===== config.mk =====
export PLATFORM = sky130hd
export DESIGN_NAME = rss_sequencer
export DESIGN_NICKNAME = d
export VERILOG_FILES = /design/src/rss_pkg.sv /design/src/rss_sequencer.sv
export SDC_FILE = /design/constraint.sdc
export NUM_CORES = 1
export LEC_CHECK = 0
export BUFFER_PORTS_ARGS = -buffer_cell sky130_fd_sc_hd__buf_2
export CAP_MARGIN = 0
export CORE_UTILIZATION = 62
export CTS_CLUSTER_SIZE = 14
export DETAILED_ROUTE_END_ITERATION = 8
export PLACE_DENSITY_LB_ADDON = 0.3
export SLEW_MARGIN = 20
export SYNTH_ARGS = -nofsm -noshare
export SYNTH_HDL_FRONTEND = slang
export SYNTH_SLANG_ARGS = --single-unit

===== constraint.sdc =====
create_clock -name clock_i -period 3.5 [get_ports clock_i]
set_clock_uncertainty 0.15 [all_clocks]
set_input_delay 0.7 -clock clock_i [delete_from_list [all_inputs] [get_ports clock_i]]
set_output_delay 0.7 -clock clock_i [all_outputs]
set_load 0.005 [all_outputs]

===== src/rss_pkg.sv =====
// Package for the reset and start-up sequencer: constants, types, map
package rss_pkg;

	// Oscillator selection codes
	typedef enum logic [2:0] {
		OSC_LP       = 3'h0,
		OSC_XT       = 3'h1,
		OSC_HS       = 3'h2,
		OSC_EC       = 3'h3,
		OSC_INT_IO   = 3'h4,
		OSC_INT_CLK  = 3'h5,
		OSC_RC_IO    = 3'h6,
		OSC_RC_CLK   = 3'h7
	} rss_osc_mode_t;

	// Configuration bits as one carrier
	typedef struct packed {
		logic          brownout_enable;
		logic          reset_pin_enable;
		logic          powerup_delay_disable;
		rss_osc_mode_t osc_mode;
	} rss_cfg_t;

	// Sequencer states
	typedef enum logic [2:0] {
		ST_HOLD    = 3'b000,
		ST_POWERUP_DELAY_TIMER    = 3'b001,
		ST_OST     = 3'b010,
		ST_PIN     = 3'b011,
		ST_RUN     = 3'b100
	} rss_state_t;

	// Reset cause codes
	typedef enum logic [2:0] {
		CAUSE_NONE      = 3'h0,
		CAUSE_POR       = 3'h1,
		CAUSE_WDT_RUN   = 3'h2,
		CAUSE_WDT_SLEEP = 3'h3,
		CAUSE_PIN_RUN   = 3'h4,
		CAUSE_PIN_SLEEP = 3'h5,
		CAUSE_BROWNOUT  = 3'h6
	} rss_cause_t;

	// Register map, word offsets
	localparam logic [3:0] REG_CTRL   = 4'h0;
	localparam logic [3:0] REG_PCON   = 4'h1;
	localparam logic [3:0] REG_TRIM   = 4'h2;
	localparam logic [3:0] REG_STATUS = 4'h3;

	// PCON-like field positions
	localparam int PCON_BROWNOUT_BIT = 0;
	localparam int PCON_POWERON_BIT  = 1;

	// Reset values
	localparam logic [7:0] TRIM_RST = 8'h80;
	localparam logic [1:0] PCON_RST = 2'h0;

	// Timing
	localparam int CLK_HZ           = 25000000;
	localparam int POWERUP_DELAY_TIMER_MS          = 72;
	localparam int POWERUP_DELAY_TIMER_CYC         = (CLK_HZ / 1000) * POWERUP_DELAY_TIMER_MS;
	localparam int OST_OSC_CYC      = 1024;
	localparam int GLITCH_NS        = 2000;
	localparam int GLITCH_CYC       = (GLITCH_NS + 39) / 40;
	localparam int BOD_MIN_NS       = 100000;
	localparam int BOD_MIN_CYC      = (BOD_MIN_NS + 39) / 40;
	localparam int CLKDIV_HALF      = 2;

endpackage


===== src/rss_sequencer.sv =====
// Reset and start-up sequencer: cause decode, delay timers, flags, trim
//
// Contract
// Load calibration literal into oscillator trim register
// Drive clock divided by four when selected
// Distinguish six reset kinds
// Some registers kept across all non-power-on resets
// Others reset, but kept on watchdog wake
// Filter short pulses on external reset pin
// Watchdog reset never drives reset pin
// Internal option ties reset input inactive
// Cleared enable makes pin digital input
// Power-on holds reset until supply good
// Power-up delay 72 ms after power-on/brown-out
// Delay counts its own internal oscillator
// Disable bit set skips power-up delay
// Enable power-up delay whenever brown-out enabled; code does not force it, the disable bit still skips it
// Then wait 1024 crystal cycles
// Crystal count only crystal modes, power-on/wake
// Brown-out enable bit gates detection
// Long low supply causes brown-out reset
// Hold reset until supply above recovery level
// Brown-out skips delay when disable set
// Supply dip during delay restarts it
// Delay then crystal count; none for ext clock
// Delays run regardless of held reset pin
// Power-on flag zero on power-on only
// Brown-out flag cleared by hardware on brown-out
// Core release synchronised to system clock
`timescale 1ns/1ns
module rss_sequencer
	import rss_pkg::*;
#(
	parameter int POWERUP_DELAY_TIMER_CYCLES = POWERUP_DELAY_TIMER_CYC
) (
	// Clock and reset
	input  wire logic       clock_i,
	input  wire logic       rst_n_i,
	// Configuration, analog comparators and slow clocks
	input  wire rss_cfg_t   cfg_i,
	input  wire logic       supply_ok_i,
	input  wire logic       above_brownout_i,
	input  wire logic       powerup_delay_timer_osc_tick_i,
	input  wire logic       osc_clk_pin_i,
	// Reset pin and watchdog
	input  wire logic       reset_pin_n_i,
	input  wire logic       watchdog_expired_i,
	input  wire logic       sleeping_i,
	// Calibration load
	input  wire logic       trim_load_i,
	input  wire logic [7:0] trim_literal_i,
	// Register port
	input  wire logic [3:0] reg_addr_i,
	input  wire logic [7:0] reg_wdata_i,
	input  wire logic       reg_wr_i,
	input  wire logic       reg_rd_i,
	output logic      [7:0] reg_rdata_o,
	// Outputs
	output logic            core_reset_n_o,
	output logic            keep_regs_o,
	output logic            pin_digital_o,
	output logic            pin_digital_val_o,
	output logic            reset_pin_oe_o,
	output logic            divided_clock_output_o,
	output logic            divided_clock_output_oe_o,
	output logic      [7:0] oscillator_trim_o,
	output rss_cause_t      cause_o
);

	localparam int POWERUP_DELAY_TIMER_W = $clog2(POWERUP_DELAY_TIMER_CYCLES + 1);
	localparam logic [POWERUP_DELAY_TIMER_W-1:0] POWERUP_DELAY_TIMER_LAST = POWERUP_DELAY_TIMER_W'(POWERUP_DELAY_TIMER_CYCLES - 1);

	// Two-flop synchronisers for every asynchronous input
	logic [4:0] sync1_r;
	logic [4:0] sync2_r;
	always_ff @(posedge clock_i) begin
		sync1_r <= {supply_ok_i, above_brownout_i, powerup_delay_timer_osc_tick_i,
			osc_clk_pin_i, reset_pin_n_i};
		sync2_r <= sync1_r;
	end
	logic supply_ok_s, above_bod_s, powerup_delay_timer_tick_s, osc_pin_s, pin_n_s;
	assign {supply_ok_s, above_bod_s, powerup_delay_timer_tick_s, osc_pin_s, pin_n_s} =
		sync2_r;

	// Edge detection on synchronised slow clocks
	logic powerup_delay_timer_tick_d_r;
	logic osc_pin_d_r;
	always_ff @(posedge clock_i) begin
		powerup_delay_timer_tick_d_r <= powerup_delay_timer_tick_s;
		osc_pin_d_r   <= osc_pin_s;
	end
	logic powerup_delay_timer_step;
	logic osc_step;
	assign powerup_delay_timer_step = powerup_delay_timer_tick_s & ~powerup_delay_timer_tick_d_r;
	assign osc_step  = osc_pin_s & ~osc_pin_d_r;

	// Reset pin: filtered, or tied high when the pin is digital I/O
	logic       pin_filt_r;
	logic [7:0] glitch_cnt_r;
	always_ff @(posedge clock_i) begin
		if (!rst_n_i) begin
			pin_filt_r   <= 1'b1;
			glitch_cnt_r <= 8'h00;
		end else if (!cfg_i.reset_pin_enable) begin
			pin_filt_r   <= 1'b1;
			glitch_cnt_r <= 8'h00;
		end else if (pin_n_s == pin_filt_r) begin
			glitch_cnt_r <= 8'h00;
		end else if (glitch_cnt_r == 8'(GLITCH_CYC - 1)) begin
			pin_filt_r   <= pin_n_s;
			glitch_cnt_r <= 8'h00;
		end else begin
			glitch_cnt_r <= glitch_cnt_r + 8'h01;
		end
	end
	logic pin_reset;
	assign pin_reset = ~pin_filt_r;
	assign pin_digital_o     = ~cfg_i.reset_pin_enable;
	assign pin_digital_val_o = pin_n_s;
	// Pin is input only; a watchdog event is never driven out
	assign reset_pin_oe_o    = 1'b0;

	// Brown-out qualifier: low must persist before acting
	logic        bod_low_r;
	logic [11:0] bod_cnt_r;
	always_ff @(posedge clock_i) begin
		if (!rst_n_i || !cfg_i.brownout_enable || above_bod_s) begin
			bod_low_r <= 1'b0;
			bod_cnt_r <= 12'h000;
		end else if (bod_cnt_r == 12'(BOD_MIN_CYC - 1)) begin
			bod_low_r <= 1'b1;
		end else begin
			bod_cnt_r <= bod_cnt_r + 12'h001;
		end
	end
	// Recovery: held while below level once brown-out has fired
	logic bod_hold;
	assign bod_hold = cfg_i.brownout_enable & ~above_bod_s;

	// Power-on: chip reset deasserts only via supply good; no reset on fall
	logic por_seen_r;
	always_ff @(posedge clock_i) begin
		if (!rst_n_i)
			por_seen_r <= 1'b0;
		else if (supply_ok_s)
			por_seen_r <= 1'b1;
	end

	logic crystal_mode;
	assign crystal_mode = (cfg_i.osc_mode == OSC_LP) ||
		(cfg_i.osc_mode == OSC_XT) || (cfg_i.osc_mode == OSC_HS);

	// Sequencer
	rss_state_t       state_r;
	rss_cause_t       cause_r;
	logic             ost_wanted_r;
	logic [POWERUP_DELAY_TIMER_W-1:0] powerup_delay_timer_cnt_r;
	logic [10:0]       ost_cnt_r;
	logic              wake_r;

	logic wdt_event;
	assign wdt_event = watchdog_expired_i && state_r == ST_RUN;

	always_ff @(posedge clock_i) begin
		if (!rst_n_i || !por_seen_r) begin
			state_r      <= ST_HOLD;
			cause_r      <= CAUSE_POR;
			ost_wanted_r <= 1'b1;
			powerup_delay_timer_cnt_r   <= '0;
			ost_cnt_r    <= 11'h000;
			wake_r       <= 1'b0;
		end else if (bod_low_r || (bod_hold && state_r != ST_RUN &&
			cause_r == CAUSE_BROWNOUT)) begin
			state_r      <= ST_HOLD;
			cause_r      <= CAUSE_BROWNOUT;
			ost_wanted_r <= 1'b0;
			powerup_delay_timer_cnt_r   <= '0;
			wake_r       <= 1'b0;
		end else begin
			case (state_r)
				ST_HOLD: begin
					powerup_delay_timer_cnt_r <= '0;
					ost_cnt_r  <= 11'h000;
					if (!bod_hold) begin
						if (!cfg_i.powerup_delay_disable &&
							(cause_r == CAUSE_POR ||
							cause_r == CAUSE_BROWNOUT))
							state_r <= ST_POWERUP_DELAY_TIMER;
						else if (crystal_mode && ost_wanted_r)
							state_r <= ST_OST;
						else
							state_r <= ST_PIN;
					end
				end
				ST_POWERUP_DELAY_TIMER: begin
					if (powerup_delay_timer_step) begin
						if (powerup_delay_timer_cnt_r == POWERUP_DELAY_TIMER_LAST) begin
							state_r <= (crystal_mode && ost_wanted_r) ?
								ST_OST : ST_PIN;
						end else begin
							powerup_delay_timer_cnt_r <= powerup_delay_timer_cnt_r + 1'b1;
						end
					end
				end
				ST_OST: begin
					if (osc_step) begin
						if (ost_cnt_r == 11'(OST_OSC_CYC - 1))
							state_r <= ST_PIN;
						else
							ost_cnt_r <= ost_cnt_r + 11'h001;
					end
				end
				ST_PIN: begin
					// Delays already ran; pin release starts at once
					if (!pin_reset)
						state_r <= ST_RUN;
				end
				ST_RUN: begin
					wake_r <= 1'b0;
					if (wdt_event && sleeping_i) begin
						// Wake from sleep keeps state; crystal restarts
						cause_r      <= CAUSE_WDT_SLEEP;
						wake_r       <= 1'b1;
						ost_wanted_r <= 1'b1;
						state_r      <= crystal_mode ? ST_OST : ST_PIN;
						ost_cnt_r    <= 11'h000;
					end else if (wdt_event) begin
						cause_r      <= CAUSE_WDT_RUN;
						ost_wanted_r <= 1'b0;
						state_r      <= ST_HOLD;
					end else if (pin_reset) begin
						cause_r      <= sleeping_i ? CAUSE_PIN_SLEEP :
							CAUSE_PIN_RUN;
						ost_wanted_r <= 1'b0;
						state_r      <= ST_HOLD;
					end
				end
				default: state_r <= ST_HOLD;
			endcase
		end
	end

	// Release to core registered on the system clock
	logic release_r;
	always_ff @(posedge clock_i) begin
		if (!rst_n_i)
			release_r <= 1'b0;
		else
			release_r <= (state_r == ST_RUN);
	end
	assign core_reset_n_o = release_r;
	// Held registers only lose content on power-on
	assign keep_regs_o = (cause_r != CAUSE_POR) || wake_r;
	assign cause_o     = cause_r;

	// Power control flags and trim
	logic [1:0] pcon_r;
	logic [7:0] trim_r;
	logic       pcon_wr;
	logic       trim_wr;
	assign pcon_wr = reg_wr_i && reg_addr_i == REG_PCON;
	assign trim_wr = reg_wr_i && reg_addr_i == REG_TRIM;

	always_ff @(posedge clock_i) begin
		if (!rst_n_i || !por_seen_r) begin
			pcon_r <= PCON_RST;
		end else begin
			if (pcon_wr)
				pcon_r <= reg_wdata_i[1:0];
			// Hardware clear wins over a same-cycle software write
			if (bod_low_r)
				pcon_r[PCON_BROWNOUT_BIT] <= 1'b0;
		end
	end

	always_ff @(posedge clock_i) begin
		if (!rst_n_i)
			trim_r <= TRIM_RST;
		else if (trim_load_i)
			trim_r <= trim_literal_i;
		else if (trim_wr)
			trim_r <= reg_wdata_i;
	end
	assign oscillator_trim_o = trim_r;

	// Divided clock out: system clock / 4 in the OSC_INT_CLK or OSC_RC_CLK modes only
	logic [1:0] div_r;
	always_ff @(posedge clock_i) begin
		if (!rst_n_i)
			div_r <= 2'h0;
		else
			div_r <= div_r + 2'h1;
	end
	logic divided_clock_output_en;
	assign divided_clock_output_en = (cfg_i.osc_mode == OSC_INT_CLK) ||
		(cfg_i.osc_mode == OSC_RC_CLK);
	logic divided_clock_output_r;
	always_ff @(posedge clock_i) begin
		if (!rst_n_i)
			divided_clock_output_r <= 1'b0;
		else
			divided_clock_output_r <= divided_clock_output_en & div_r[1];
	end
	assign divided_clock_output_o    = divided_clock_output_r;
	assign divided_clock_output_oe_o = divided_clock_output_en;

	// Register read, data one cycle after strobe
	always_ff @(posedge clock_i) begin
		if (!rst_n_i)
			reg_rdata_o <= 8'h00;
		else if (reg_rd_i) begin
			if (reg_addr_i == REG_PCON)
				reg_rdata_o <= {6'h00, pcon_r};
			else if (reg_addr_i == REG_TRIM)
				reg_rdata_o <= trim_r;
			else if (reg_addr_i == REG_STATUS)
				reg_rdata_o <= {2'h0, state_r, cause_r};
			else if (reg_addr_i == REG_CTRL)
				reg_rdata_o <= {2'h0, cfg_i};
			else
				reg_rdata_o <= 8'h00;
		end else
			reg_rdata_o <= 8'h00;
	end

endmodule


== Word level (Yosys, flattened, before mapping) ==
Cells that the tools add are included.

* Bits in registers: 97
* Output and inout bits: 26
* Word-level logic and storage cells: 148

* Add/subtract/negate cells: 5
* Eq/ne operators: 31
* Muxes and demuxes: 38
* Bitwise gates (word level): 12
* Reduce and logical (&&, ||, !) cells: 39

{| class="wikitable"
|+ Operators by type and width
! kind !! number
|-
| 2-to-1 mux 21 bit || 2
|-
| 2-to-1 mux 3 bit || 14
|-
| one-hot mux 21 bit (2 select lines) || 1
|-
| 2-to-1 mux 11 bit || 3
|-
| one-hot mux 11 bit (3 select lines) || 1
|-
| 2-to-1 mux 8 bit || 3
|-
| adder 21 x 1 -> 21 bit (second input constant) || 1
|-
| equality test 21 bit (second input constant) || 1
|-
| != test 2 bit (second input constant) || 9
|-
| one-hot mux 3 bit (5 select lines) || 1
|-
| adder 12 x 1 -> 12 bit (second input constant) || 1
|-
| equality test 12 bit (second input constant) || 1
|-
| equality test 3 bit (second input constant) || 4
|-
| 2-to-1 mux 6 bit || 2
|-
| adder 11 x 1 -> 11 bit (second input constant) || 1
|-
| equality test 11 x 10 -> 1 bit (second input constant) || 1
|-
| equality test 3 x 1 -> 1 bit (second input constant) || 3
|-
| equality test 3 x 2 -> 1 bit (second input constant) || 3
|-
| logical OR 1 bit || 9
|-
| 2-to-1 mux 1 bit || 9
|-
| adder 8 x 1 -> 8 bit (second input constant) || 1
|-
| equality test 4 x 2 -> 1 bit (second input constant) || 2
|-
| equality test 8 x 6 -> 1 bit (second input constant) || 1
|-
| logical AND 1 bit || 8
|-
| 22 further kinds || 43
|}

== Logic depth before layout (Yosys ltp) ==
Gate-level depths: netlist (run 1).

* Depth after elaboration: 8
* Gate-level depth with buffers: 8

== Worst setup path after synthesis (run 1) ==
OpenSTA, ideal clock, no wires.

* Path type: input port to flip-flop
* From: in reg_addr_i[0]
* To: reg trim_r[7] (netlist: oscillator_trim_o[7])
* Library setup time: 0.125 ns
* Arrival time: 1.961 ns
* Setup slack: 1.264 ns
* Stages on the path: 6
* Path buffers: 2
* Path through: clkbuf_1 nand4b_1 clkbuf_1 mux2_2 mux2i_1 nand2_1

* Longest elaborated chain between the ends: 3

{| class="wikitable"
|+ Ends and longest elaborated chain
! item !! RTL line !! source
|-
| start, declared || rss_sequencer.sv:53 || <nowiki>input wire logic [3:0] reg_addr_i,</nowiki>
|-
| equality test 4 x 2 -> 1 bit || rss_sequencer.sv:262 || <nowiki>assign trim_wr = reg_wr_i && reg_addr_i == REG_TRIM;</nowiki>
|-
| logical AND 1 bit || rss_sequencer.sv:262 ||
|-
| nonzero test 2 bit (no line) || -- ||
|-
| end signal, assigned || rss_sequencer.sv:280 || <nowiki>trim_r <= trim_literal_i;</nowiki>
|-
| end signal, assigned || rss_sequencer.sv:282 || <nowiki>trim_r <= reg_wdata_i;</nowiki>
|-
| end, declared || rss_sequencer.sv:258 || <nowiki>logic [7:0] trim_r;</nowiki>
|}

No other way between the ends.
A chain may end at the register's enable or synchronous reset.

== Final worst setup path (run 1) ==
* From: reg state_r[0]
* To: reg powerup_delay_timer_cnt_r[6]

* Longest elaborated chain between the ends: 5
* Elaborated cells between the ends (all ways): 12
* Classes of those cells: 4 x eq/ne; 1 x mux; 7 x reduce/logical

{| class="wikitable"
|+ Ends and longest elaborated chain
! item !! RTL line !! source
|-
| start, declared || rss_sequencer.sv:154 || <nowiki>rss_state_t state_r;</nowiki>
|-
| start signal, assigned || rss_sequencer.sv:198 || <nowiki>state_r <= (crystal_mode && ost_wanted_r) ?</nowiki>
|-
| start signal, assigned || rss_sequencer.sv:225 || <nowiki>state_r <= crystal_mode ? ST_OST : ST_PIN;</nowiki>
|-
| != test 3 bit || rss_sequencer.sv:172 || <nowiki>end else if (bod_low_r || (bod_hold && state_r != ST_RUN &&</nowiki>
|-
| logical AND 1 bit (2 in series) || rss_sequencer.sv:172 ||
|-
| logical OR 1 bit || rss_sequencer.sv:172 ||
|-
| OR reduction 2 bit (no line) || -- ||
|-
| end signal, assigned || rss_sequencer.sv:201 || <nowiki>powerup_delay_timer_cnt_r <= powerup_delay_timer_cnt_r + 1'b1;</nowiki>
|-
| end, declared || rss_sequencer.sv:157 || <nowiki>logic [POWERUP_DELAY_TIMER_W-1:0] powerup_delay_timer_cnt_r;</nowiki>
|}

Parallel ways exist; a longest one is shown, timed or not.

==> impl_metrics.csv, run 1 <==
group,metric,value,unit
synthesis,synth_nets,581,
grt,grt_overflow_total,0,
layout,final_common_cell,"sky130_fd_sc_hd__dfxtp_1",
sta,worst_pin_slew,869.0,ps
synthesis,async_reset_ff_frac,0,
die,core_area,6944,um^2
pwr,power_density,404.3,nW/um^2
worst_setup_path,crit_path_max_fanout,18,
sta,final.period_utilization,0.7455,
layout,layout.nets,633,
synthesis,synth_seq_cells,97,
hold_path,holdPathStages,0,
die,io_pins,64,
cts,cts_tree,"yes",
die,floorplan.initialDensity,0.6548,
hold_path,timing.hold.worst.class,"flip-flop to flip-flop",
hold_path,holdCritStartpoint,"sync1_r[2]",
sta,timing.slew.headroom,0.4206,
drt,dr.first_iter.drc_count,290,
run,max_cap_viol_count,0,
synthesis,syn_inst,538,
pwr,power.leakage,1.936,nW
sta,setup_viol_count_final,0,
cts,cts_resized,0,
cts,cts-buffers-inserted,9,
layout,layout-area-overhead-vs-synth,11.94,%
synthesis,post_synth_instance_area,4547,um^2
grt,groute.usage.overall,0.2904,
sta,period_minus_slack,2609,ps
worst_setup_path,reg2reg_to,"powerup_delay_timer_cnt_r[6]",
grt,global_route_wire_length_before_repair,17530,um
synthesis,ys_warn_count,0,
cts,clk_latency,360,ps
worst_setup_path,critical_path.startpoint_type,"flip-flop",
die,floorplan.die.height,87.64,um
drt,dr_total_vias,4225,
worst_setup_path,register_to_register_path_depth,5,
worst_setup_path,crit_required,3630,ps
synthesis,netlist.area_leader.share,0.4271,
cts,path_clk_slew,80,ps
sta,sum_of_negative_setup_slack,0,ps
drt,drt_pass1_iterations,5,
sta,unrepaired_setup_endpoints_after_global_routing,"false",
synthesis,postSynth.topFlopCell,"sky130_fd_sc_hd__dfxtp_1",
cts,htreeDepth,3,
pwr,design_power_total,0.002058,W
drt,wl_per_cell,15.36,um
placed_design,dpl.hpwl,7436,um
worst_setup_path,critPathKind,"flip-flop to flip-flop",
layout,most-common-layout-cells,"97 x sky130_fd_sc_hd__dfxtp_1, 62 x sky130_fd_sc_hd__buf_2, 61 x sky130_fd_sc_hd__nor2_1",
layout,final.fill_count,522,
synthesis,seq_area_frac_synth,0.4271,
die,design.die.area,7680,um^2
drt,final_antenna_net_count,0,
cts,cts_root_cell,"sky130_fd_sc_hd__clkbuf_8",
hold_path,hold-path-endpoint,"sync2_r[2]",
drt,detail_route.wirelength,10590,um
sta,highest_clock_frequency_the_design_can_meet,383.3,MHz
layout,proportion_of_layout_cells_with_a_drive_suffix_above_1,0.1568,
sta,slew_viol_final,0,
sta,fin_hold_ws,184.2,ps
worst_setup_path,worst_r2r_startpoint,"state_r[0]",
die,placement_rows,30,
drt,vias_per_cell,6.132,
cts,numClockSinks,97,
pwr,ir_worst_vdd,288.3,uV
grt,grt_max_degree,22,
synthesis,synth_area_leader_cell,"sky130_fd_sc_hd__dfxtp_1",
cts,cts_setup_buffers,0,
layout,n_antenna_cell,0,
die,die_x,87.64,um
sta,endpoints_failing_hold,0,
cts,postCtsHoldBufs,0,
grt,via_count_of_the_first_global_routing_pass,3931,
synthesis,synth_enable_flop_cells,0,
synthesis,synth.distinct_cells,64,
worst_setup_path,cp.arrival,2740,ps
worst_setup_path,kind_of_capture_point_of_the_worst_setup_path,"flip-flop",
cts,cts.path.max_buffers,2,
synthesis,synth_area_leaders,"sky130_fd_sc_hd__dfxtp_1 43%, sky130_fd_sc_hd__nor2_1 5.0%, sky130_fd_sc_hd__a21oi_1 4.7%, sky130_fd_sc_hd__mux2i_1 4.4%, sky130_fd_sc_hd__nand2_1 4.2%",
status,outcome,"finished, final reports clean",
placed_design,globalplace.congestion,0.8495,
worst_setup_path,setup.worst_path.start,"state_r[0]",
worst_setup_path,rrSetupSlack,890,ps
placed_design,buffer_ports.inserted,62,
drt,drcViolationCount,0,
synthesis,mean_instance_size_in_the_synthesized_netlist,8.451,um^2
grt,grt_antenna_before_repair,0,
## registers in the layout, summed over array words and instances (netlist names), 5 cells and up
name,count
bod_cnt_r,12
glitch_cnt_r,8
oscillator_trim_o,8
ost_cnt_r,11
powerup_delay_timer_cnt_r,21
reg_rdata_o,8
sync1_r,5
sync2_r,5
## report_power, final
group	total [W]	switching (W)	internal [W]
Combinational	0.000164	0.0000978	0.0000663
Clock	0.000754	0.000359	0.000396
Sequential	0.00114	0.0000171	0.00112
Total	0.00206	0.000473	0.00158
## Yosys cell counts, types with 5 or more instances
| cell | n |
|---|---|
| sky130_fd_sc_hd__xnor2_1 | 6 |
| sky130_fd_sc_hd__a21oi_1 | 43 |
| sky130_fd_sc_hd__nand2_1 | 51 |
| sky130_fd_sc_hd__clkbuf_1 | 11 |
| sky130_fd_sc_hd__nor3_1 | 7 |
| sky130_fd_sc_hd__o21ai_1 | 7 |
| sky130_fd_sc_hd__and3_1 | 7 |
| sky130_fd_sc_hd__nor3b_1 | 6 |
| sky130_fd_sc_hd__or2_2 | 7 |
| sky130_fd_sc_hd__nor2_1 | 61 |
| sky130_fd_sc_hd__nor4_1 | 6 |
| sky130_fd_sc_hd__mux2i_1 | 20 |
| sky130_fd_sc_hd__ha_1 | 5 |
| sky130_fd_sc_hd__buf_1 | 5 |
| sky130_fd_sc_hd__nor2b_1 | 6 |
| sky130_fd_sc_hd__or3_1 | 9 |
| sky130_fd_sc_hd__inv_1 | 8 |
| sky130_fd_sc_hd__xor2_1 | 11 |
| sky130_fd_sc_hd__nand4b_1 | 6 |
| sky130_fd_sc_hd__and2_1 | 14 |
| sky130_fd_sc_hd__nand3_1 | 30 |
| sky130_fd_sc_hd__o21ai_0 | 26 |
| sky130_fd_sc_hd__nand4_1 | 12 |
| sky130_fd_sc_hd__dfxtp_1 | 97 |
| sky130_fd_sc_hd__nand3b_1 | 7 |
## worst max-delay path: stages (launching register included)
cell	delay (ps)
sky130_fd_sc_hd__dfxtp_1	710
sky130_fd_sc_hd__or3b_2	660
sky130_fd_sc_hd__nor2_1	180
sky130_fd_sc_hd__o21ai_1	240
sky130_fd_sc_hd__or4_1	520
sky130_fd_sc_hd__o21ai_0	80
## cell type report
class | instances | area [um^2] | area share
clock buffers | 11 | 131.4 | 0.02581
clock inverters | 3 | 67.56 | 0.01327
inverters | 8 | 30.03 | 0.005900
multi-input cells | 408 | 2459 | 0.4830
flip-flops and latches | 97 | 1942 | 0.3815
well taps | 96 | 120.1 | 0.02360
repair buffers | 66 | 340.3 | 0.06686
## logic make-up after synthesis
logic type,after synthesis,share of synthesized area
multiplexers,21,0.04650
XOR/XNOR,17,0.03275
buffers and inverters,33,0.03219
flip-flops,97,0.4271
adder cells (fa/ha/maj),5,0.01376
AND/OR/NAND/NOR,251,0.2931
other,1,0.0008247
AO/OA/AOI/OAI,113,0.1538
## worst max path at each step
stage | slack, ps | cells past startpoint | endpoint
final | 890 | 5 | powerup_delay_timer_cnt_r[6]
after global routing | 660 | 6 | powerup_delay_timer_cnt_r[18]
after CTS | 940 | 4 | powerup_delay_timer_cnt_r[19]
after detailed placement | 800 | 5 | powerup_delay_timer_cnt_r[15]
after global placement | 870 | 5 | powerup_delay_timer_cnt_r[15]
after floorplan | 1260 | 6 | oscillator_trim_o[7]
## metal layers
metal  GRT usage  share of wire  wire length, um
met1      0.3493           0.44             4672
met2      0.5078           0.49             5155
met3     0.04241          0.045              477
met4      0.1446          0.026              279
met5           0              0                0
## through the flow
step | util | setup WS (ps) | area (um^2) | std cells
after global routing | 0.7330 | 664.5 | 5090 | 689
after floorplan | - | 1264 | 4547 | 538
after detailed placement | 0.7043 | 802.4 | 4891 | 675
final | 0.7330 | 890.8 | 5090 | 689
after global placement | 0.7043 | 868.8 | 4891 | 675
after CTS | 0.7330 | 942.5 | 5090 | 689
Power figures use the tool's default switching activity.
==> run 2, diff against run 1 <==
Settings changed: CORE_UTILIZATION 62 to 52.
Clock period 3.5 ns to 2.1 ns, I/O delays scaled along.
==> impl_metrics.csv, run 2 (same netlist as run 1, synthesis figures left out) <==
group,metric,value,unit
worst_setup_path,worst-path-buf-inv,0,
layout,reg.largest.list,"powerup_delay_timer_cnt_r: 21 flops, bod_cnt_r: 12 flops, ost_cnt_r: 11 flops",
layout,registers.top_by_ff_count,"powerup_delay_timer_cnt_r",
worst_setup_path,critical_path.startpoint_type,"flip-flop",
worst_setup_path,timing.critical_path.slowest_cell_delay,540,ps
layout,layout-area-overhead-vs-synth,23.53,%
worst_setup_path,critical_path.cell_chain,"or3b_4 -> a311o_2 -> or4_4 -> nand3_1",
worst_setup_path,worstSetupPathDepth,4,
worst_setup_path,cp_top_family,"simple AND/OR/NAND/NOR gates",
pwr,ir_worst_vdd,432.7,uV
layout,max_reg_flops,21,
sta,unrepaired_setup_endpoints_after_global_routing,"true",
grt,grt_max_degree,21,
die,floorplan.initialDensity,0.5452,
placed_design,dpl.hpwl,8122,um
cts,numClockSinks,97,
pwr,power.leakage,2.235,nW
sta,highest_clock_frequency_the_design_can_meet,485.3,MHz
drt,drt_pass1_iterations,5,
grt,grt_overflow_total,0,
drt,dr.first_iter.drc_count,331,
sta,slew_viol_final,0,
drt,final_antenna_net_count,0,
grt,global_route_wire_length_before_repair,18750,um
sta,sum_of_negative_setup_slack,0,ps
hold_path,timing.hold.worst.class,"input port to flip-flop",
status,outcome,"finished, final reports clean",
die,die_x,95.51,um
run,max_cap_viol_count,0,
drt,wl_per_cell,15.14,um
layout,final_common_cell,"sky130_fd_sc_hd__dfxtp_1",
worst_setup_path,crit_path_max_fanout,8,
layout,proportion_of_layout_cells_with_a_drive_suffix_above_1,0.2546,
placed_design,dp_worst_setup_slack,-42.91,ps
die,placement_rows,33,
cts,htreeDepth,3,
layout,n_antenna_cell,0,
cts,cts.path.max_buffers,2,
cts,cts-buffers-inserted,9,
layout,layoutNonFillerInstCount,753,
die,floorplan.die.height,95.51,um
worst_setup_path,critPathKind,"flip-flop to flip-flop",
worst_setup_path,cp.arrival,2210,ps
worst_setup_path,kind_of_capture_point_of_the_worst_setup_path,"flip-flop",
die,design.die.area,9122,um^2
grt,groute.usage.overall,0.2604,
hold_path,holdPathStages,1,
drt,dr_total_vias,4370,
drt,drcViolationCount,0,
die,core_area,8341,um^2
grt,via_count_of_the_first_global_routing_pass,4225,
sta,post-route-worst-setup-slack,39.55,ps
die,io_pins,64,
placed_design,dp.cells,726,
drt,detail_route.wirelength,11400,um
layout,layout.nets,686,
sta,final.period_utilization,0.9812,
drt,vias_per_cell,5.803,
cts,cts_root_cell,"sky130_fd_sc_hd__clkbuf_8",
worst_setup_path,critical-path-slowest-cell,"sky130_fd_sc_hd__or4_4",
worst_setup_path,register_to_register_path_depth,4,
cts,cts_tree,"yes",
cts,clk_latency,370,ps
sta,period_minus_slack,2060,ps
placed_design,buffer_ports.inserted,62,
layout,most-common-layout-cells,"88 x sky130_fd_sc_hd__dfxtp_1, 63 x sky130_fd_sc_hd__buf_2, 60 x sky130_fd_sc_hd__nor2_1",
pwr,power_density,634.2,nW/um^2
cts,path_clk_slew,90,ps
sta,setup_viol_count_final,0,
sta,endpoints_failing_hold,0,
worst_setup_path,crit_required,2250,ps
grt,grt_antenna_before_repair,0,
placed_design,globalplace.congestion,0.9132,
-- run 2: path summary, 6_finish.rpt --
path,startpoint,end,slack [ps]
max,state_r[2],powerup_delay_timer_cnt_r[8],40
min,osc_clk_pin_i,sync1_r[1],5
max reg2reg,state_r[2],powerup_delay_timer_cnt_r[8],40
min reg2reg,sync1_r[3],sync2_r[3],180
-- run 2: power by group --
group          switching [W]  internal (W)  leakage, nW
sequential         0.0000193       0.00187        0.793
clock               0.000658      0.000673        0.108
combinational       0.000184      0.000157         1.33
total               0.000861       0.00270         2.23
-- run 2: cell type report --
class,count,area [um^2]
Multi-Input combinational cell,408,2521
Fill cell,679,2724
Inverter,8,30.03
Tap cell,105,131.4
Clock buffer,11,131.4
Sequential cell,97,1953
Timing Repair Buffer,119,770.7
Clock inverter,5,78.83
-- run 2: per-layer routing --
metal | up-vias | GRT usage | share of wire
met3 | 19 | 0.03828 | 0.058
met4 | 0 | 0.1032 | 0.014
li1 | 2135 | - | -
met2 | 157 | 0.4536 | 0.49
met5 | - | 0 | 0
met1 | 2059 | 0.3217 | 0.43
-- run 2: per-stage QoR --
stage / cell area [um^2] / power (W) / hold WS (ps) / util
floorplan: 4566 / 0.002111 / 159.6 / -
global placement: 5236 / 0.002234 / 163.4 / 0.6278
detailed placement: 5236 / 0.002243 / 162.8 / 0.6278
CTS: 5493 / 0.003551 / 0.8379 / 0.6586
global route: 5617 / 0.003696 / -4.731 / 0.6734
finish: 5617 / 0.003562 / 4.654 / 0.6734
-- run 2: what timing repair did --
item	in CTS	in global routing
cloned	0	1
setup buffers	2	5
endpoints found under the setup margin	5	22
endpoints found under the hold margin	2	1
pin swaps	1	11
resized for setup	4	21
hold buffers	2	1
==> run 3, diff against run 2 <==
Settings changed: ABC_AREA from default to 1, CTS_BUF_LIST from default to sky130_fd_sc_hd__clkbuf_16.
==> impl_metrics.csv, run 3 <==
group,metric,value,unit
worst_setup_path,cp.arrival,2040,ps
cts,path_clk_slew,70,ps
placed_design,dp_worst_setup_slack,167.5,ps
sta,endpoints_failing_hold,0,
sta,final.period_utilization,0.9282,
worst_setup_path,crit_path_max_fanout,11,
drt,drcViolationCount,0,
layout,final.fill_count,796,
placed_design,buffer_ports.inserted,62,
status,outcome,"finished, final reports clean",
pwr,power.leakage,2.276,nW
grt,via_count_of_the_first_global_routing_pass,4523,
die,floorplan.die.height,98.24,um
worst_setup_path,critical_path.startpoint_type,"flip-flop",
die,die_x,98.24,um
worst_setup_path,crit_required,2190,ps
cts,cts_setup_buffers,0,
grt,global_route_wire_length_before_repair,20110,um
layout,proportion_of_layout_cells_with_a_drive_suffix_above_1,0.1690,
synthesis,synth.distinct_cells,40,
pwr,design_power_total,0.004219,W
die,design.die.area,9650,um^2
worst_setup_path,rrSetupSlack,150,ps
drt,route.met2.wl,5479,um
placed_design,placed_area,5291,um^2
drt,dr.first_iter.drc_count,186,
grt,groute.usage.overall,0.2542,
cts,cts_resized,0,
sta,slew_viol_final,0,
drt,dr_total_vias,4747,
worst_setup_path,worst-path-buf-inv,1,
cts,cts_root_cell,"sky130_fd_sc_hd__clkbuf_16",
die,floorplan.initialDensity,0.5443,
layout,registers.top_by_ff_count,"powerup_delay_timer_cnt_r",
synthesis,synth.top_cells.by_count,"162 x sky130_fd_sc_hd__nand2_1, 97 x sky130_fd_sc_hd__dfxtp_1, 96 x sky130_fd_sc_hd__nor2_1, 75 x sky130_fd_sc_hd__inv_1, 63 x sky130_fd_sc_hd__nand3_1",
cts,numClockSinks,97,
cts,cts.path.max_buffers,2,
synthesis,cell_with_the_most_instances_after_synthesis,"sky130_fd_sc_hd__nand2_1",
worst_setup_path,critical-path-slowest-cell,"sky130_fd_sc_hd__dfxtp_1",
synthesis,async_reset_ff_frac,0,
cts,clk_latency,340,ps
cts,cts_tree,"yes",
layout,n_antenna_cell,0,
drt,final_antenna_net_count,0,
sta,period_minus_slack,1949,ps
drt,drt_pass1_iterations,5,
pwr,ir_worst_vdd,429.5,uV
synthesis,mean_instance_size_in_the_synthesized_netlist,6.850,um^2
die,placement_rows,34,
synthesis,post_synth_instance_area,4816,um^2
grt,grt_overflow_total,0,
die,io_pins,64,
synthesis,synth_nets,746,
layout,layout-area-overhead-vs-synth,16.26,%
synthesis,synth_enable_flop_cells,0,
worst_setup_path,cp_top_family,"simple AND/OR/NAND/NOR gates",
pwr,power_density,753.5,nW/um^2
worst_setup_path,timing.critical_path.slowest_cell_delay,380,ps
placed_design,globalplace.congestion,0.8639,
die,core_area,8848,um^2
sta,setup_viol_count_final,0,
cts,postCtsHoldBufs,0,
worst_setup_path,critPathKind,"flip-flop to flip-flop",
synthesis,synth_area_leader_cell,"sky130_fd_sc_hd__dfxtp_1",
placed_design,dpl.hpwl,8546,um
layout,reg.largest.list,"powerup_delay_timer_cnt_r: 21 flops, bod_cnt_r: 12 flops, ost_cnt_r: 11 flops",
drt,wl_met3,550,um
drt,wl_per_cell,12.92,um
grt,grt_max_degree,20,
synthesis,ys_warn_count,0,
cts,cts-buffers-inserted,9,
synthesis,seq_area_frac_synth,0.4032,
drt,detail_route.wirelength,11490,um
run,max_cap_viol_count,0,
layout,multi_input_area,2479,um^2
layout,fin_area,5599,um^2
worst_setup_path,critical_path.cell_chain,"ha_2 -> nand3_2 -> nor2_4 -> nand4_1 -> nand2_2 -> nand2_4 -> nand2_4 -> inv_2 -> nor2_1 -> nor2_1",
sta,highest_clock_frequency_the_design_can_meet,513.0,MHz
sta,post-route-worst-setup-slack,150.9,ps
hold_path,timing.hold.worst.class,"input port to flip-flop",
layout,most-common-layout-cells,"161 x sky130_fd_sc_hd__nand2_1, 97 x sky130_fd_sc_hd__dfxtp_1, 96 x sky130_fd_sc_hd__nor2_1",
drt,vias_per_cell,5.340,
worst_setup_path,kind_of_capture_point_of_the_worst_setup_path,"flip-flop",
cts,htreeDepth,3,
layout,final_common_cell,"sky130_fd_sc_hd__nand2_1",
synthesis,postSynth.topFlopCell,"sky130_fd_sc_hd__dfxtp_1",
drt,detail_route.wirelength.met1,5247,um
synthesis,synth_seq_cells,97,
drt,routed.top_layer,"met4",
synthesis,syn_inst,703,
layout,max_reg_flops,21,
synthesis,netlist.area_leader.share,0.4032,
synthesis,synth_area_leaders,"sky130_fd_sc_hd__dfxtp_1 40%, sky130_fd_sc_hd__nand2_1 13%, sky130_fd_sc_hd__nor2_1 7.5%, sky130_fd_sc_hd__nand3_1 6.5%, sky130_fd_sc_hd__inv_1 5.8%",
layout,register_area,1942,um^2
layout,layout.nets,819,
grt,grt_antenna_before_repair,0,
run 3: cell types whose count changed after synthesis, sizes merged, moves of 10 or more:
| cell | previous run | this run |
|---|---|---|
| inv | 8 | 86 |
| and2 | 16 | 0 |
| mux2i | 20 | 0 |
| nand2 | 51 | 168 |
| nor2 | 61 | 105 |
| o21ai | 33 | 23 |
| nand3 | 30 | 66 |
run 3: layout make-up:
cell class | instances | share of cell area
repair buffers | 76 | 0.07419
multi-input cells | 504 | 0.4427
flip-flops and latches | 97 | 0.3468
well taps | 108 | 0.02413
clock buffers | 9 | 0.04022
inverters | 88 | 0.05899
clock inverters | 7 | 0.01296
run 3: worst paths after layout:
kind            startpoint      endpoint  depth (start not counted)
max           ost_cnt_r[1]  ost_cnt_r[0]                         10
min          reset_pin_n_i    sync1_r[0]                          1
max reg2reg   ost_cnt_r[1]  ost_cnt_r[0]                         10
min reg2reg     sync1_r[1]    sync2_r[1]                          0
run 3: power by group:
part           internal, W  leakage, nW  switching [W]  total [W]
combinational     0.000213         1.34       0.000446   0.000659
sequential         0.00190        0.790      0.0000450    0.00194
clock             0.000839        0.143       0.000781    0.00162
run 3: layer usage:
metal	global-route usage	vias to the layer above
li1	-	2440
met4	0.08152	0
met1	0.3218	2138
met5	0	-
met2	0.4426	150
met3	0.04080	19
run 3: cells by family (layout without fill, tap and decap cells):
| group | after synthesis | count (layout) | synth area share |
|---|---|---|---|
| other cells | 1 | 1 | 0.0007787 |
| flops | 97 | 97 | 0.4032 |
| compound gates | 93 | 93 | 0.1050 |
| simple gates | 391 | 391 | 0.3684 |
| fa+ha+maj | 5 | 5 | 0.01299 |
| xor+xnor | 14 | 14 | 0.02546 |
| buf+inv | 102 | 180 | 0.08418 |
run 3: per-stage QoR:
| step | util | TNS (ps) | hold WS [ps] | cells |
|---|---|---|---|---|
| global placement | 0.5980 | 0 | 160.1 | 873 |
| detailed placement | 0.5980 | 0 | 162.1 | 873 |
| global route | 0.6328 | -36.33 | 7.469 | 889 |
| floorplan | - | 0 | 159.6 | 703 |
| CTS | 0.6316 | 0 | 11.35 | 889 |
| finish | 0.6328 | 0 | 19.25 | 889 |
